<file path="config.mk">
export PLATFORM = sky130hd
export DESIGN_NAME = bstap_port
export DESIGN_NICKNAME = d
export VERILOG_FILES = /design/src/verilog/bstap_edge.v /design/src/verilog/bstap_port.v
export VERILOG_INCLUDE_DIRS = /design/src /design/src/verilog
export SDC_FILE = /design/constraint.sdc
export NUM_CORES = 1
export LEC_CHECK = 0
export CORE_MARGIN = 4
export CORE_UTILIZATION = 24
export CTS_BUF_LIST = sky130_fd_sc_hd__clkbuf_16
export DETAILED_ROUTE_END_ITERATION = 10
export DONT_BUFFER_PORTS = 1
export HOLD_SLACK_MARGIN = 0.08
export PLACE_DENSITY_LB_ADDON = 0.25
export SLEW_MARGIN = 20
export SYNTH_ARGS = -nofsm -noshare
export SYNTH_HDL_FRONTEND = slang
export SYNTH_SLANG_ARGS = --single-unit
</file>
<file path="constraint.sdc">
create_clock -name ref_clk_i -period 1.7 [get_ports ref_clk_i]
set_clock_uncertainty 0.2 [all_clocks]
set_input_delay 0.17 -clock ref_clk_i [delete_from_list [all_inputs] [get_ports ref_clk_i]]
set_output_delay 0.17 -clock ref_clk_i [all_outputs]
set_load 0.01 [all_outputs]
</file>
<file path="src/verilog/bstap_consts.vh">
// Constants for the boundary-scan test access port.
// Assumes inclusion by bstap_port.v, the port bench and the port checker; bstap_edge.v does not include it.
`ifndef BSTAP_CONSTS_VH
`define BSTAP_CONSTS_VH

// TAP controller state codes.
`define BSTAP_S_RESET      4'h0
`define BSTAP_S_IDLE       4'h1
`define BSTAP_S_SEL_DR     4'h2
`define BSTAP_S_CAP_DR     4'h3
`define BSTAP_S_SHIFT_DR   4'h4
`define BSTAP_S_EXIT1_DR   4'h5
`define BSTAP_S_PAUSE_DR   4'h6
`define BSTAP_S_EXIT2_DR   4'h7
`define BSTAP_S_UPD_DR     4'h8
`define BSTAP_S_SEL_IR     4'h9
`define BSTAP_S_CAP_IR     4'ha
`define BSTAP_S_SHIFT_IR   4'hb
`define BSTAP_S_EXIT1_IR   4'hc
`define BSTAP_S_PAUSE_IR   4'hd
`define BSTAP_S_EXIT2_IR   4'he
`define BSTAP_S_UPD_IR     4'hf

// Instruction register layout and codes.
`define BSTAP_IR_W         3
`define BSTAP_IR_CAPTURE   3'h1
`define BSTAP_INS_EXTEST   3'h0
`define BSTAP_INS_IDCODE   3'h1
`define BSTAP_INS_SAMPLEZ  3'h2
`define BSTAP_INS_SAMPLE   3'h4
`define BSTAP_INS_BYPASS   3'h7

// Identification register; the code value is arbitrary.
`define BSTAP_ID_W         32
`define BSTAP_ID_CODE      32'h0a5a_5001

// Consecutive high mode-select edges that force reset.
`define BSTAP_RESET_EDGES  3'h5

`endif

</file>
<file path="src/verilog/bstap_edge.v">
// Two-flop synchroniser with edge detection for one external input.
// Assumes the input is asynchronous to ref_clk_i.
module bstap_edge (
   input  wire ref_clk_i,
   input  wire rst_i,
   input  wire rst_val_i,
   input  wire pin_i,
   output reg  level_o,
   output wire rise_o,
   output wire fall_o
);
   reg meta;
   reg prev;

   // Only the second flop reads the first stage; the edge logic reads the second and third.
   always @(posedge ref_clk_i or posedge rst_i) begin
      if (rst_i) begin
         meta    <= 1'b0;
         level_o <= 1'b0;
         prev    <= 1'b0;
      end else begin
         meta    <= pin_i | rst_val_i;
         level_o <= meta;
         prev    <= level_o;
      end
   end

   assign rise_o = level_o & ~prev;
   assign fall_o = ~level_o & prev;
endmodule

</file>
<file path="src/verilog/bstap_port.v">
// Boundary-scan test access port: state machine, instruction, ID and bypass registers.
// Assumes the test clock, mode select and serial input come from the board, unsynchronised.
`include "bstap_consts.vh"

module bstap_port (
   input  wire                   ref_clk_i,
   input  wire                   rst_i,
   input  wire                   tck_i,
   input  wire                   tms_i,
   input  wire                   tms_conn_i,
   input  wire                   tdi_i,
   input  wire                   tdi_conn_i,
   output reg                    tdo_o,
   output reg                    tdo_oe_o,
   output reg  [`BSTAP_IR_W-1:0] instr_o,
   output reg  [3:0]             state_o
);
   // ---------------------------------------------------------------
   // Input synchronisers
   // ---------------------------------------------------------------
   wire tck_rise;
   wire tck_fall;
   wire tms_s;
   wire tdi_s;

   // An unconnected mode-select or serial-input pin reads high, modelling the internal pull-up.
   bstap_edge u_tck (
      .ref_clk_i (ref_clk_i),
      .rst_i     (rst_i),
      .rst_val_i (1'b0),
      .pin_i     (tck_i),
      .level_o   (),
      .rise_o    (tck_rise),
      .fall_o    (tck_fall)
   );
   bstap_edge u_tms (
      .ref_clk_i (ref_clk_i),
      .rst_i     (rst_i),
      .rst_val_i (~tms_conn_i),
      .pin_i     (tms_i),
      .level_o   (tms_s),
      .rise_o    (),
      .fall_o    ()
   );
   bstap_edge u_tdi (
      .ref_clk_i (ref_clk_i),
      .rst_i     (rst_i),
      .rst_val_i (~tdi_conn_i),
      .pin_i     (tdi_i),
      .level_o   (tdi_s),
      .rise_o    (),
      .fall_o    ()
   );

   // ---------------------------------------------------------------
   // Controller state codes
   // ---------------------------------------------------------------
   // Codes follow the shared header, so the checker and bench agree.
   localparam [3:0] ST_RESET    = `BSTAP_S_RESET;
   localparam [3:0] ST_IDLE     = `BSTAP_S_IDLE;
   localparam [3:0] ST_SEL_DR   = `BSTAP_S_SEL_DR;
   localparam [3:0] ST_CAP_DR   = `BSTAP_S_CAP_DR;
   localparam [3:0] ST_SHIFT_DR = `BSTAP_S_SHIFT_DR;
   localparam [3:0] ST_EXIT1_DR = `BSTAP_S_EXIT1_DR;
   localparam [3:0] ST_PAUSE_DR = `BSTAP_S_PAUSE_DR;
   localparam [3:0] ST_EXIT2_DR = `BSTAP_S_EXIT2_DR;
   localparam [3:0] ST_UPD_DR   = `BSTAP_S_UPD_DR;
   localparam [3:0] ST_SEL_IR   = `BSTAP_S_SEL_IR;
   localparam [3:0] ST_CAP_IR   = `BSTAP_S_CAP_IR;
   localparam [3:0] ST_SHIFT_IR = `BSTAP_S_SHIFT_IR;
   localparam [3:0] ST_EXIT1_IR = `BSTAP_S_EXIT1_IR;
   localparam [3:0] ST_PAUSE_IR = `BSTAP_S_PAUSE_IR;
   localparam [3:0] ST_EXIT2_IR = `BSTAP_S_EXIT2_IR;
   localparam [3:0] ST_UPD_IR   = `BSTAP_S_UPD_IR;

   // ---------------------------------------------------------------
   // Decoding functions
   // ---------------------------------------------------------------
   // Next controller state for a given mode-select level.
   function [3:0] step;
      input [3:0] s;
      input       m;
      begin
         case (s)
            ST_RESET: begin
               step = m ? ST_RESET : ST_IDLE;
            end
            ST_IDLE: begin
               step = m ? ST_SEL_DR : ST_IDLE;
            end
            ST_SEL_DR: begin
               step = m ? ST_SEL_IR : ST_CAP_DR;
            end
            ST_CAP_DR: begin
               step = m ? ST_EXIT1_DR : ST_SHIFT_DR;
            end
            ST_SHIFT_DR: begin
               step = m ? ST_EXIT1_DR : ST_SHIFT_DR;
            end
            ST_EXIT1_DR: begin
               step = m ? ST_UPD_DR : ST_PAUSE_DR;
            end
            ST_PAUSE_DR: begin
               step = m ? ST_EXIT2_DR : ST_PAUSE_DR;
            end
            ST_EXIT2_DR: begin
               step = m ? ST_UPD_DR : ST_SHIFT_DR;
            end
            ST_UPD_DR: begin
               step = m ? ST_SEL_DR : ST_IDLE;
            end
            ST_SEL_IR: begin
               step = m ? ST_RESET : ST_CAP_IR;
            end
            ST_CAP_IR: begin
               step = m ? ST_EXIT1_IR : ST_SHIFT_IR;
            end
            ST_SHIFT_IR: begin
               step = m ? ST_EXIT1_IR : ST_SHIFT_IR;
            end
            ST_EXIT1_IR: begin
               step = m ? ST_UPD_IR : ST_PAUSE_IR;
            end
            ST_PAUSE_IR: begin
               step = m ? ST_EXIT2_IR : ST_PAUSE_IR;
            end
            ST_EXIT2_IR: begin
               step = m ? ST_UPD_IR : ST_SHIFT_IR;
            end
            ST_UPD_IR: begin
               step = m ? ST_SEL_DR : ST_IDLE;
            end
            default: begin
               step = ST_RESET;
            end
         endcase
      end
   endfunction

   // True in the two states that move bits between the serial pins.
   function is_shift;
      input [3:0] s;
      begin
         is_shift = (s == ST_SHIFT_DR) || (s == ST_SHIFT_IR);
      end
   endfunction

   // True when the identification register owns the data path.
   function id_sel;
      input [`BSTAP_IR_W-1:0] ins;
      begin
         id_sel = (ins == `BSTAP_INS_IDCODE);
      end
   endfunction

   // ---------------------------------------------------------------
   // Controller state machine
   // ---------------------------------------------------------------
   reg [3:0]             next_state;
   reg [`BSTAP_IR_W-1:0] ir_shift;
   reg [`BSTAP_ID_W-1:0] dr_id;
   reg                   dr_byp;
   reg                   next_tdo;
   reg                   next_tdo_oe;

   // The table above returns to reset after at most five high edges.
   always @* begin
      next_state = step(state_o, tms_s);
   end

   // Only the test clock edges move this logic, so a stopped clock
   // freezes the port; nothing here reaches the memory datapath.
   always @(posedge ref_clk_i or posedge rst_i) begin
      if (rst_i) begin
         state_o <= ST_RESET;
      end else if (tck_rise) begin
         state_o <= next_state;
      end
   end

   // ---------------------------------------------------------------
   // Instruction register
   // ---------------------------------------------------------------
   // The shift stage is kept apart from the active instruction, so a
   // half-shifted code never steers the data path.
   always @(posedge ref_clk_i or posedge rst_i) begin
      if (rst_i) begin
         ir_shift <= `BSTAP_IR_CAPTURE;
      end else if (tck_rise) begin
         case (state_o)
            ST_CAP_IR: begin
               ir_shift <= `BSTAP_IR_CAPTURE;
            end
            ST_SHIFT_IR: begin
               ir_shift <= {tdi_s, ir_shift[`BSTAP_IR_W-1:1]};
            end
            default: begin
               ir_shift <= ir_shift;
            end
         endcase
      end
   end

   // Entering reset restores identification at once, not one edge later.
   always @(posedge ref_clk_i or posedge rst_i) begin
      if (rst_i) begin
         instr_o <= `BSTAP_INS_IDCODE;
      end else if (tck_rise) begin
         if (next_state == ST_RESET) begin
            instr_o <= `BSTAP_INS_IDCODE;
         end else if (state_o == ST_UPD_IR) begin
            instr_o <= ir_shift;
         end
      end
   end

   // ---------------------------------------------------------------
   // Identification register
   // ---------------------------------------------------------------
   // The register only moves while identification is active, so other
   // instructions leave its contents untouched.
   always @(posedge ref_clk_i or posedge rst_i) begin
      if (rst_i) begin
         dr_id <= {`BSTAP_ID_W{1'b0}};
      end else if (tck_rise && id_sel(instr_o)) begin
         case (state_o)
            ST_CAP_DR: begin
               dr_id <= `BSTAP_ID_CODE;
            end
            ST_SHIFT_DR: begin
               dr_id <= {tdi_s, dr_id[`BSTAP_ID_W-1:1]};
            end
            default: begin
               dr_id <= dr_id;
            end
         endcase
      end
   end

   // ---------------------------------------------------------------
   // Bypass register
   // ---------------------------------------------------------------
   // Boundary-scan cells are not built here; every non-ID instruction
   // routes through the bypass stage so the chain length stays defined.
   always @(posedge ref_clk_i or posedge rst_i) begin
      if (rst_i) begin
         dr_byp <= 1'b0;
      end else if (tck_rise) begin
         if (state_o == ST_CAP_DR) begin
            dr_byp <= 1'b0;
         end else if ((state_o == ST_SHIFT_DR) && !id_sel(instr_o)) begin
            dr_byp <= tdi_s;
         end
      end
   end

   // ---------------------------------------------------------------
   // Serial output, updated on the falling test clock edge
   // ---------------------------------------------------------------
   // The bit shown is the one present at the fall, so the far side
   // can sample it safely at the following rise.
   always @* begin
      next_tdo_oe = is_shift(state_o);
      if (state_o == ST_SHIFT_IR) begin
         next_tdo = ir_shift[0];
      end else if (id_sel(instr_o)) begin
         next_tdo = dr_id[0];
      end else begin
         next_tdo = dr_byp;
      end
   end

   always @(posedge ref_clk_i or posedge rst_i) begin
      if (rst_i) begin
         tdo_o    <= 1'b0;
         tdo_oe_o <= 1'b0;
      end else if (tck_fall) begin
         tdo_oe_o <= next_tdo_oe;
         tdo_o    <= next_tdo;
      end
   end
   // The port has no path into memory operation.
endmodule
</file>
==> run summary, run 1 <==
Rows: 35
Most frequently used flop master after synthesis: dfrtp_1
Post-DP HPWL: 3.12 mm
CTS Buf Count: 5
Mapped Cells: 248
Critical path peak fanout: 16
Via/cell ratio: 4.23
Fmax: 588 MHz
Hold slack final: 0.147 ns
Area of the multi-input gates: 922 µm²
Initial antenna violation count: 0
DR DRC count: 0
DRT Pass-1 Iters: 4
Critical Path RT: 1.66 ns
Reg area: 0.00131 mm²
Final setup margin: -0.0000819 ns
Violated checks: negative setup slack
Die Area: 0.0113 mm²
Sequential area share after synthesis: 0.563
GRT Util Overall: 0.0881
Core Util, Final: 0.312
Die width: 106 µm
Worst-Margin Slew: 0.434 ns
Worst ir drop on vdd: 0.473 mV
Max-cap violations: 0
Yosys top cell by area: dfrtp_1
R2R setup slack: -0.00008 ns
Ratio of final minimum period to clock period: 1.00
Relative slew slack: 0.710
Clock transition at the registers of the reported paths: 0.07 ns
Post-synth EDFFs: 0
Post-Syn Area: 0.00232 mm²
Synth top area share: 0.540
Detailed-route via count: 1,716
Initial drt markers: 62
Synth area leaders: dfrtp_1 54%, nand2_1 10%, o21ai_0 8.0%, nor2_1 2.9%, buf_2 2.4%
Post-DRT Antenna Nets: 0
Starting Density: 0.248
Total gr overflow: 0
Slew Viols, Final: 0
Placeable core area: 0.00933 mm²
GP Congestion: 0.717
Critical Path Source Type: flop
Min-Delay Path Class: input pin to async pin
Reg2reg path depth: 6
Layout Nets: 283
Clock tree buffer depth: 2
Most frequent cells in the layout: 63 x nand2_1, 46 x dfrtp_1, 29 x buf_4
# clock sinks: 52
P&R area growth vs syn: 25.7%
Status: finished with violations
Syn_area_per_cell: 9.34 µm²
Pwr dens: 1440 mW/mm²
Reg2Reg Capture Point: dr_id[27]
FFs w/ async S/R, synth: 1.00
I/O Pins: 16
CP top delay family: flip-flops
Setup Viol. Count Final: 1
N_diodes: 0
Kind of capture point of the worst setup path: flop
Hold Fails Final Rpt: 0
Most common cell after layout, fill and taps aside: nand2_1
Crit Path Category: flop to flop
Vias in the first global route: 1,627
Crit path DAT: 1.66 ns
Setup_tns: -0.0000819 ns
Register bit total from synthesis: 52
Max stage delay on crit path: 0.53 ns
Worst setup path startpoint: instr_o[0]
Clk_lat worst skew: 0.28 ns
Ys Warns: 0
Post-Route WL: 4.55 mm
Critical Path, Cell by Cell: nor3b_4, buf_6, o2111ai_4, buf_4, nand2_1, o21ai_0
Layout filler cell count: 978
Worst path slowest cell: dfstp_2
CTS root buf: clkbuf_16
RSZ-0062 raised after global routing: yes
CTS tree: done
IO Port Bufs: 0
Synth unique cells: 38
First-pass GRT wire length: 8.09 mm
Static leakage power: 0.00123 µW
Post-Syn Nets: 255
R2R Path Start: instr_o[0]
DR WL/cell: 11.2 µm
Shortest period the worst path allows: 1.70 ns
Pin count of the biggest net entering global routing: 37
Die height: 106 µm
Share of cells above drive strength 1: 0.202
CP bufs+invs: 2
Htree depth: 2
power breakdown:
group / switching (µW) / internal (µW) / leakage, µW
combinational: 766 / 698 / 0.000493
sequential: 222 / 1540 / 0.000668
clock: 431 / 536 / 0.0000687
total: 1420 / 2770 / 0.00123
per-stage QoR:
stage | power, µW | std cells | setup WS [ns] | instance area [µm²]
2_1_floorplan | 2660 | 248 | -0.155 | 2330
3_3_place_gp | 3120 | 389 | -0.0224 | 2660
3_5_place_dp | 3140 | 389 | -0.0317 | 2660
4_1_cts | 4180 | 404 | -0.0305 | 2870
5_1_grt | 4490 | 406 | -0.111 | 2910
6_report | 4190 | 406 | -0.0000819 | 2910
layout make-up:
class,instances,share of cell area
clock buffer,5,0.0430
clock inverter,3,0.00516
tap,129,0.0554
timing repair buffer,40,0.124
inverter,5,0.00645
multi-input combinational,172,0.317
sequential,52,0.450
sequential cells by signal, summed over array words and instances, names as in the netlist:
name,count
u_tdi.meta,1
tdo_oe_o,1
u_tck.meta,1
ir_shift,3
u_tms.level_o,1
dr_id,32
u_tdi.level_o,1
tdo_o,1
u_tms.meta,1
dr_byp,1
u_tck.prev,1
instr_o,3
state_o,4
u_tck.level_o,1
logic make-up (layout without fill, tap and decap cells):
family | after synthesis | after routing | synth area share
compound gates | 64 | 64 | 0.158
xor+xnor | 1 | 1 | 0.00378
buf+inv | 24 | 53 | 0.0546
flops | 52 | 52 | 0.563
mux | 3 | 3 | 0.0135
simple gates | 104 | 104 | 0.207
what timing repair did:
action / 4_1_cts / 5_1_grt
setup buffers: 1 / 2
hold buffers: 6 / 0
gates resized for setup: 15 / 11
pin swaps: 1 / 0
hold endpoints to repair: 53 / 0
endpoints found under the setup margin: 34 / 37
worst max path at each step:
| stage | to | slack [ns] | cells after the start |
|---|---|---|---|
| floorplan | dr_byp | -0.15 | 6 |
| global placement | dr_id[9] | -0.02 | 5 |
| detailed placement | dr_id[27] | -0.03 | 6 |
| CTS | dr_id[27] | -0.03 | 6 |
| global route | dr_id[19] | -0.11 | 6 |
| finish | dr_id[27] | -0.00008 | 6 |
Yosys cell counts (2+ instances only):
cell,number
nand2_1,64
dfrtp_1,50
o21ai_0,37
nor2_1,18
buf_2,11
a21oi_1,9
inv_1,5
nand2b_1,5
clkbuf_1,4
nor3_1,4
o21ai_1,4
buf_6,3
nor2b_1,3
a22o_1,2
a31oi_1,2
dfstp_2,2
mux2i_1,2
nand3_1,2
o22ai_1,2
metal layers:
layer  part of all wire  GRT usage  wire length [µm]  up-vias
met5                  0          0                 0        -
met3              0.024     0.0182               111        2
met1               0.52      0.128              2350      815
li1                   -          -                 -      885
met4              0.012     0.0333                54        0
met2               0.45      0.129              2030       14
Power figures use the tool's default switching activity.
==> run 2: changes to the inputs <==
--- a/config.mk
+++ b/config.mk
@@ -17,3 +17,4 @@
 export SYNTH_ARGS = -nofsm -noshare
 export SYNTH_HDL_FRONTEND = slang
 export SYNTH_SLANG_ARGS = --single-unit
+export TNS_END_PERCENT = 50
==> run 2 against run 1 <==
Largest cell class unchanged. Utilization is 0.40 points lower. Register-to-register slack about the same. The run still ends with negative setup slack left. Sequential power barely moved. Global-route usage is the same. Die area unchanged.
==> run summary, run 2 (same netlist as run 1, synthesis figures left out) <==
Most common cell after layout, fill and taps aside: nand2_1
Reg2reg path depth: 6
R2R setup slack: -0.006 ns
Layout filler cell count: 981
Static leakage power: 0.00121 µW
Shortest period the worst path allows: 1.71 ns
Detailed-route via count: 1,713
Kind of capture point of the worst setup path: flop
Share of cells above drive strength 1: 0.186
Setup Viol. Count Final: 1
Pwr dens: 1430 mW/mm²
Final setup margin: -0.00643 ns
Total gr overflow: 0
Number of flip-flops in the largest register: 32
P&R area growth vs syn: 24.1%
Min-Delay Path Class: input pin to async pin
Post-Route WL: 4.52 mm
N_diodes: 0
DR DRC count: 0
Final Instance Area: 0.00287 mm²
CTS tree: done
Reg area: 0.00131 mm²
Critical path peak fanout: 16
Reg2Reg Capture Point: dr_id[27]
Layout Nets: 280
Placed insts: 389
# clock sinks: 52
Placeable core area: 0.00933 mm²
Area of the multi-input gates: 911 µm²
Worst setup path startpoint: instr_o[0]
Clock tree buffer depth: 2
Crit Path Category: flop to flop
Status: finished with violations
Htree depth: 2
RSZ-0062 raised after global routing: yes
Worst ir drop on vdd: 0.472 mV
Ratio of final minimum period to clock period: 1.00
Critical Path Source Type: flop
Relative slew slack: 0.710
Clock transition at the registers of the reported paths: 0.07 ns
Initial drt markers: 45
Post-DP HPWL: 3.12 mm
Post-place setup slack: -0.0317 ns
Critical Path RT: 1.66 ns
Initial antenna violation count: 0
Slew Viols, Final: 0
Die Area: 0.0113 mm²
GRT Util Overall: 0.0881
Hold slack final: 0.147 ns
Worst path slowest cell: dfstp_2
CTS Buf Count: 5
Critical Path, Cell by Cell: nor3b_4, buf_6, o2111ai_4, buf_4, nand2_1, o21ai_0
Most frequent cells in the layout: 64 x nand2_1, 46 x dfrtp_1, 27 x buf_4
DRT Pass-1 Iters: 4
Die height: 106 µm
Biggest registers after layout: dr_id: 32 flops, state_o: 4 flops
Via/cell ratio: 4.25
Cell Area, Placed: 0.00266 mm²
Vias in the first global route: 1,625
Fmax: 586 MHz
I/O Pins: 16
CTS root buf: clkbuf_16
Worst-Margin Slew: 0.435 ns
Post-DRT Antenna Nets: 0
Max-cap violations: 0
Max stage delay on crit path: 0.53 ns
Die width: 106 µm
Violated checks: negative setup slack
IO Port Bufs: 0
First-pass GRT wire length: 8.09 mm
Clk_lat worst skew: 0.28 ns
Layout Cells excl Fill: 403
DR WL/cell: 11.2 µm
GP Congestion: 0.717
Starting Density: 0.248
Hold Fails Final Rpt: 0
Crit path DAT: 1.67 ns
Rows: 35
R2R Path Start: instr_o[0]
Top reg by flops: dr_id
Pin count of the biggest net entering global routing: 37
-- run 2: changes by cell type in the layout (fill, tap and decap cells not counted), sizes merged --
cell	change
buf	-3
-- run 2: per-stage QoR --
stage / util / setup TNS (ns) / total power, µW
floorplan: - / -0.789 / 2660
global placement: 0.285 / -0.132 / 3120
detailed placement: 0.285 / -0.459 / 3140
CTS: 0.307 / -0.250 / 4170
global route: 0.308 / -2.90 / 4410
finish: 0.308 / -0.00643 / 4110
-- run 2: worst max-delay path by stage --
stage / endpoint / slack (ns) / depth (start not counted)
6_report: dr_id[27] / -0.006 / 6
3_5_place_dp: dr_id[27] / -0.03 / 6
3_3_place_gp: dr_id[9] / -0.02 / 5
4_1_cts: dr_id[27] / -0.03 / 6
2_1_floorplan: dr_byp / -0.15 / 6
5_1_grt: dr_id[19] / -0.12 / 6
-- run 2: metal layers --
layer | track usage | wire length (µm) | vias to the layer above
met5 | 0 | 0 | -
met4 | 0.0333 | 54 | 0
met3 | 0.0182 | 111 | 2
met2 | 0.129 | 2010 | 14
met1 | 0.128 | 2340 | 818
li1 | - | - | 879
-- run 2: final cells by class --
cell class,instances,share of cell area
repair buffers,37,0.116
well taps,129,0.0562
flip-flops and latches,52,0.455
clock inverters,3,0.00522
inverters,5,0.00653
clock buffers,5,0.0435
multi-input cells,172,0.317
-- run 2: report_power, final --
part           leakage, µW  switching [µW]  internal, µW
sequential        0.000668             220          1540
clock            0.0000687             431           536
combinational     0.000470             750           641
total              0.00121            1400          2710
-- run 2: timing repair --
| action | CTS | global route |
|---|---|---|
| endpoints found under the hold margin | 53 | 0 |
| hold buffers | 6 | 0 |
| endpoints found under the setup margin | 34 | 37 |
| buffers inserted | 0 | 0 |
| resized for setup | 14 | 7 |
| pin swaps | 2 | 0 |
-- run 2: critical path, delay by kind of cell, from the launching register on --
kind | cells | cell delay [ns]
AO/OA/AOI/OAI | 2 | 0.23
buffers and inverters | 2 | 0.38
AND/OR/NAND/NOR | 2 | 0.25
flip-flops | 1 | 0.53
==> run 3: changes to the inputs <==
--- a/config.mk
+++ b/config.mk
@@ -8,11 +8,12 @@
 export LEC_CHECK = 0
 export CORE_MARGIN = 4
 export CORE_UTILIZATION = 24
-export CTS_BUF_LIST = sky130_fd_sc_hd__clkbuf_16
+export CTS_BUF_LIST = sky130_fd_sc_hd__clkbuf_8
 export DETAILED_ROUTE_END_ITERATION = 10
 export DONT_BUFFER_PORTS = 1
 export HOLD_SLACK_MARGIN = 0.08
 export PLACE_DENSITY_LB_ADDON = 0.25
+export SKIP_CTS_REPAIR_TIMING = 1
 export SLEW_MARGIN = 20
 export SYNTH_ARGS = -nofsm -noshare
 export SYNTH_HDL_FRONTEND = slang
==> run 3 against run 2 <==
Critical endpoint is now dr_id[14]. Highest routed layer unchanged. Non-clock buffer count grew 7. First-iteration DRC count is 36% higher. Clock power decreased by 25%. Utilization up 1.4 points. The run still ends with negative setup slack left. Largest power group unchanged. Largest cell class unchanged. Die area unchanged. Cell count grew 1.7%.
==> run summary, run 3 (same netlist as run 1, synthesis figures left out) <==
Status: finished with violations
Violated checks: negative setup slack
Starting Density: 0.248
Max-cap violations: 0
Total gr overflow: 0
Initial drt markers: 61
Hold Fails Final Rpt: 0
N_diodes: 0
Crit Path Category: flop to flop
Share of cells above drive strength 1: 0.263
CTS Buf Count: 5
Post-Route WL: 4.94 mm
Initial antenna violation count: 0
Reg2reg path depth: 7
Die height: 106 µm
Clock tree buffer depth: 2
Critical path peak fanout: 9
Worst ir drop on vdd: 0.428 mV
IO Port Bufs: 0
Worst setup path startpoint: instr_o[0]
Reg2Reg Capture Point: dr_id[14]
Fmax: 575 MHz
Critical Path Source Type: flop
Min-Delay Path Class: input pin to async pin
Post-DRT Antenna Nets: 0
Crit path DAT: 1.73 ns
Post-place setup slack: -0.0317 ns
Biggest registers after layout: dr_id: 32 flops, state_o: 4 flops
Layout filler cell count: 971
Pin count of the biggest net entering global routing: 37
R2R setup slack: -0.04 ns
Critical Path RT: 1.69 ns
Pwr dens: 1350 mW/mm²
Via/cell ratio: 4.36
Setup_tns: -0.318 ns
Crit path capture: dr_id[14]
DR WL/cell: 12.0 µm
Placeable core area: 0.00933 mm²
GP Congestion: 0.717
Relative slew slack: 0.709
DRT Pass-1 Iters: 4
Most common cell after layout, fill and taps aside: nand2_1
GRT Util Overall: 0.0861
P&R area growth vs syn: 29.9%
Htree depth: 2
Post-DP HPWL: 3.12 mm
Kind of capture point of the worst setup path: flop
I/O Pins: 16
Top reg by flops: dr_id
# clock sinks: 52
Slew Viols, Final: 0
Layout Nets: 287
Number of flip-flops in the largest register: 32
CTS root buf: clkbuf_8
CTS tree: done
Hold slack final: 0.122 ns
R2R Path Start: instr_o[0]
Rows: 35
Die Area: 0.0113 mm²
Die width: 106 µm
Detailed-route via count: 1,786
Most frequent cells in the layout: 55 x nand2_1, 46 x dfrtp_1, 27 x buf_4
Worst-Margin Slew: 0.436 ns
Shortest period the worst path allows: 1.74 ns
Ratio of final minimum period to clock period: 1.02
Static leakage power: 0.00127 µW
Final setup margin: -0.0402 ns
Setup Viol. Count Final: 20
Clock transition at the registers of the reported paths: 0.09 ns
Final Instance Area: 0.00301 mm²
Clk_lat worst skew: 0.30 ns
Cell Area, Placed: 0.00266 mm²
Vias in the first global route: 1,585
DR DRC count: 0
First-pass GRT wire length: 7.91 mm
RSZ-0062 raised after global routing: yes
==> run 3: cell type report <==
type | instances | area (µm²) | share of cell area
sequential | 52 | 1310 | 0.435
tap | 129 | 161 | 0.0537
clock buffer | 6 | 82.6 | 0.0275
multi-input combinational | 172 | 967 | 0.322
timing repair buffer | 44 | 458 | 0.152
clock inverter | 2 | 11.3 | 0.00374
inverter | 5 | 18.8 | 0.00624
==> run 3: how the worst min path moves through the flow <==
stage	end	slack [ns]	depth (start not counted)
3_5_place_dp	u_tms.meta	-0.11	1
6_report	u_tms.meta	0.12	2
3_3_place_gp	u_tms.meta	-0.12	1
4_1_cts	dr_id[8]	-0.45	1
5_1_grt	u_tms.meta	0.15	2
2_1_floorplan	u_tck.meta	0.001	0
==> run 3: power by group <==
group          leakage, µW  switching [µW]  internal [µW]
Sequential        0.000668             238           1530
Combinational     0.000556             804            749
Clock            0.0000486             402            326
==> run 3: per-layer routing <==
metal,wire (µm),up-vias,track usage
met5,0,-,0
met4,72,0,0.0333
met3,89,5,0.0164
met2,2230,13,0.126
met1,2550,874,0.125
li1,-,894,-
==> run 3: through the flow <==
stage | power [µW] | utilization | instances
2_1_floorplan | 2660 | - | 248
3_3_place_gp | 3120 | 0.285 | 389
3_5_place_dp | 3140 | 0.285 | 389
4_1_cts | 3890 | 0.295 | 397
5_1_grt | 4360 | 0.322 | 410
6_report | 4050 | 0.322 | 410
==> run 3: critical path, stage by stage, from the launching register on <==
cell,delay (ns)
dfstp_2,0.53
nor3b_4,0.18
buf_6,0.14
o2111ai_4,0.10
buf_12,0.18
clkbuf_16,0.16
nand2_1,0.05
o21ai_0,0.07
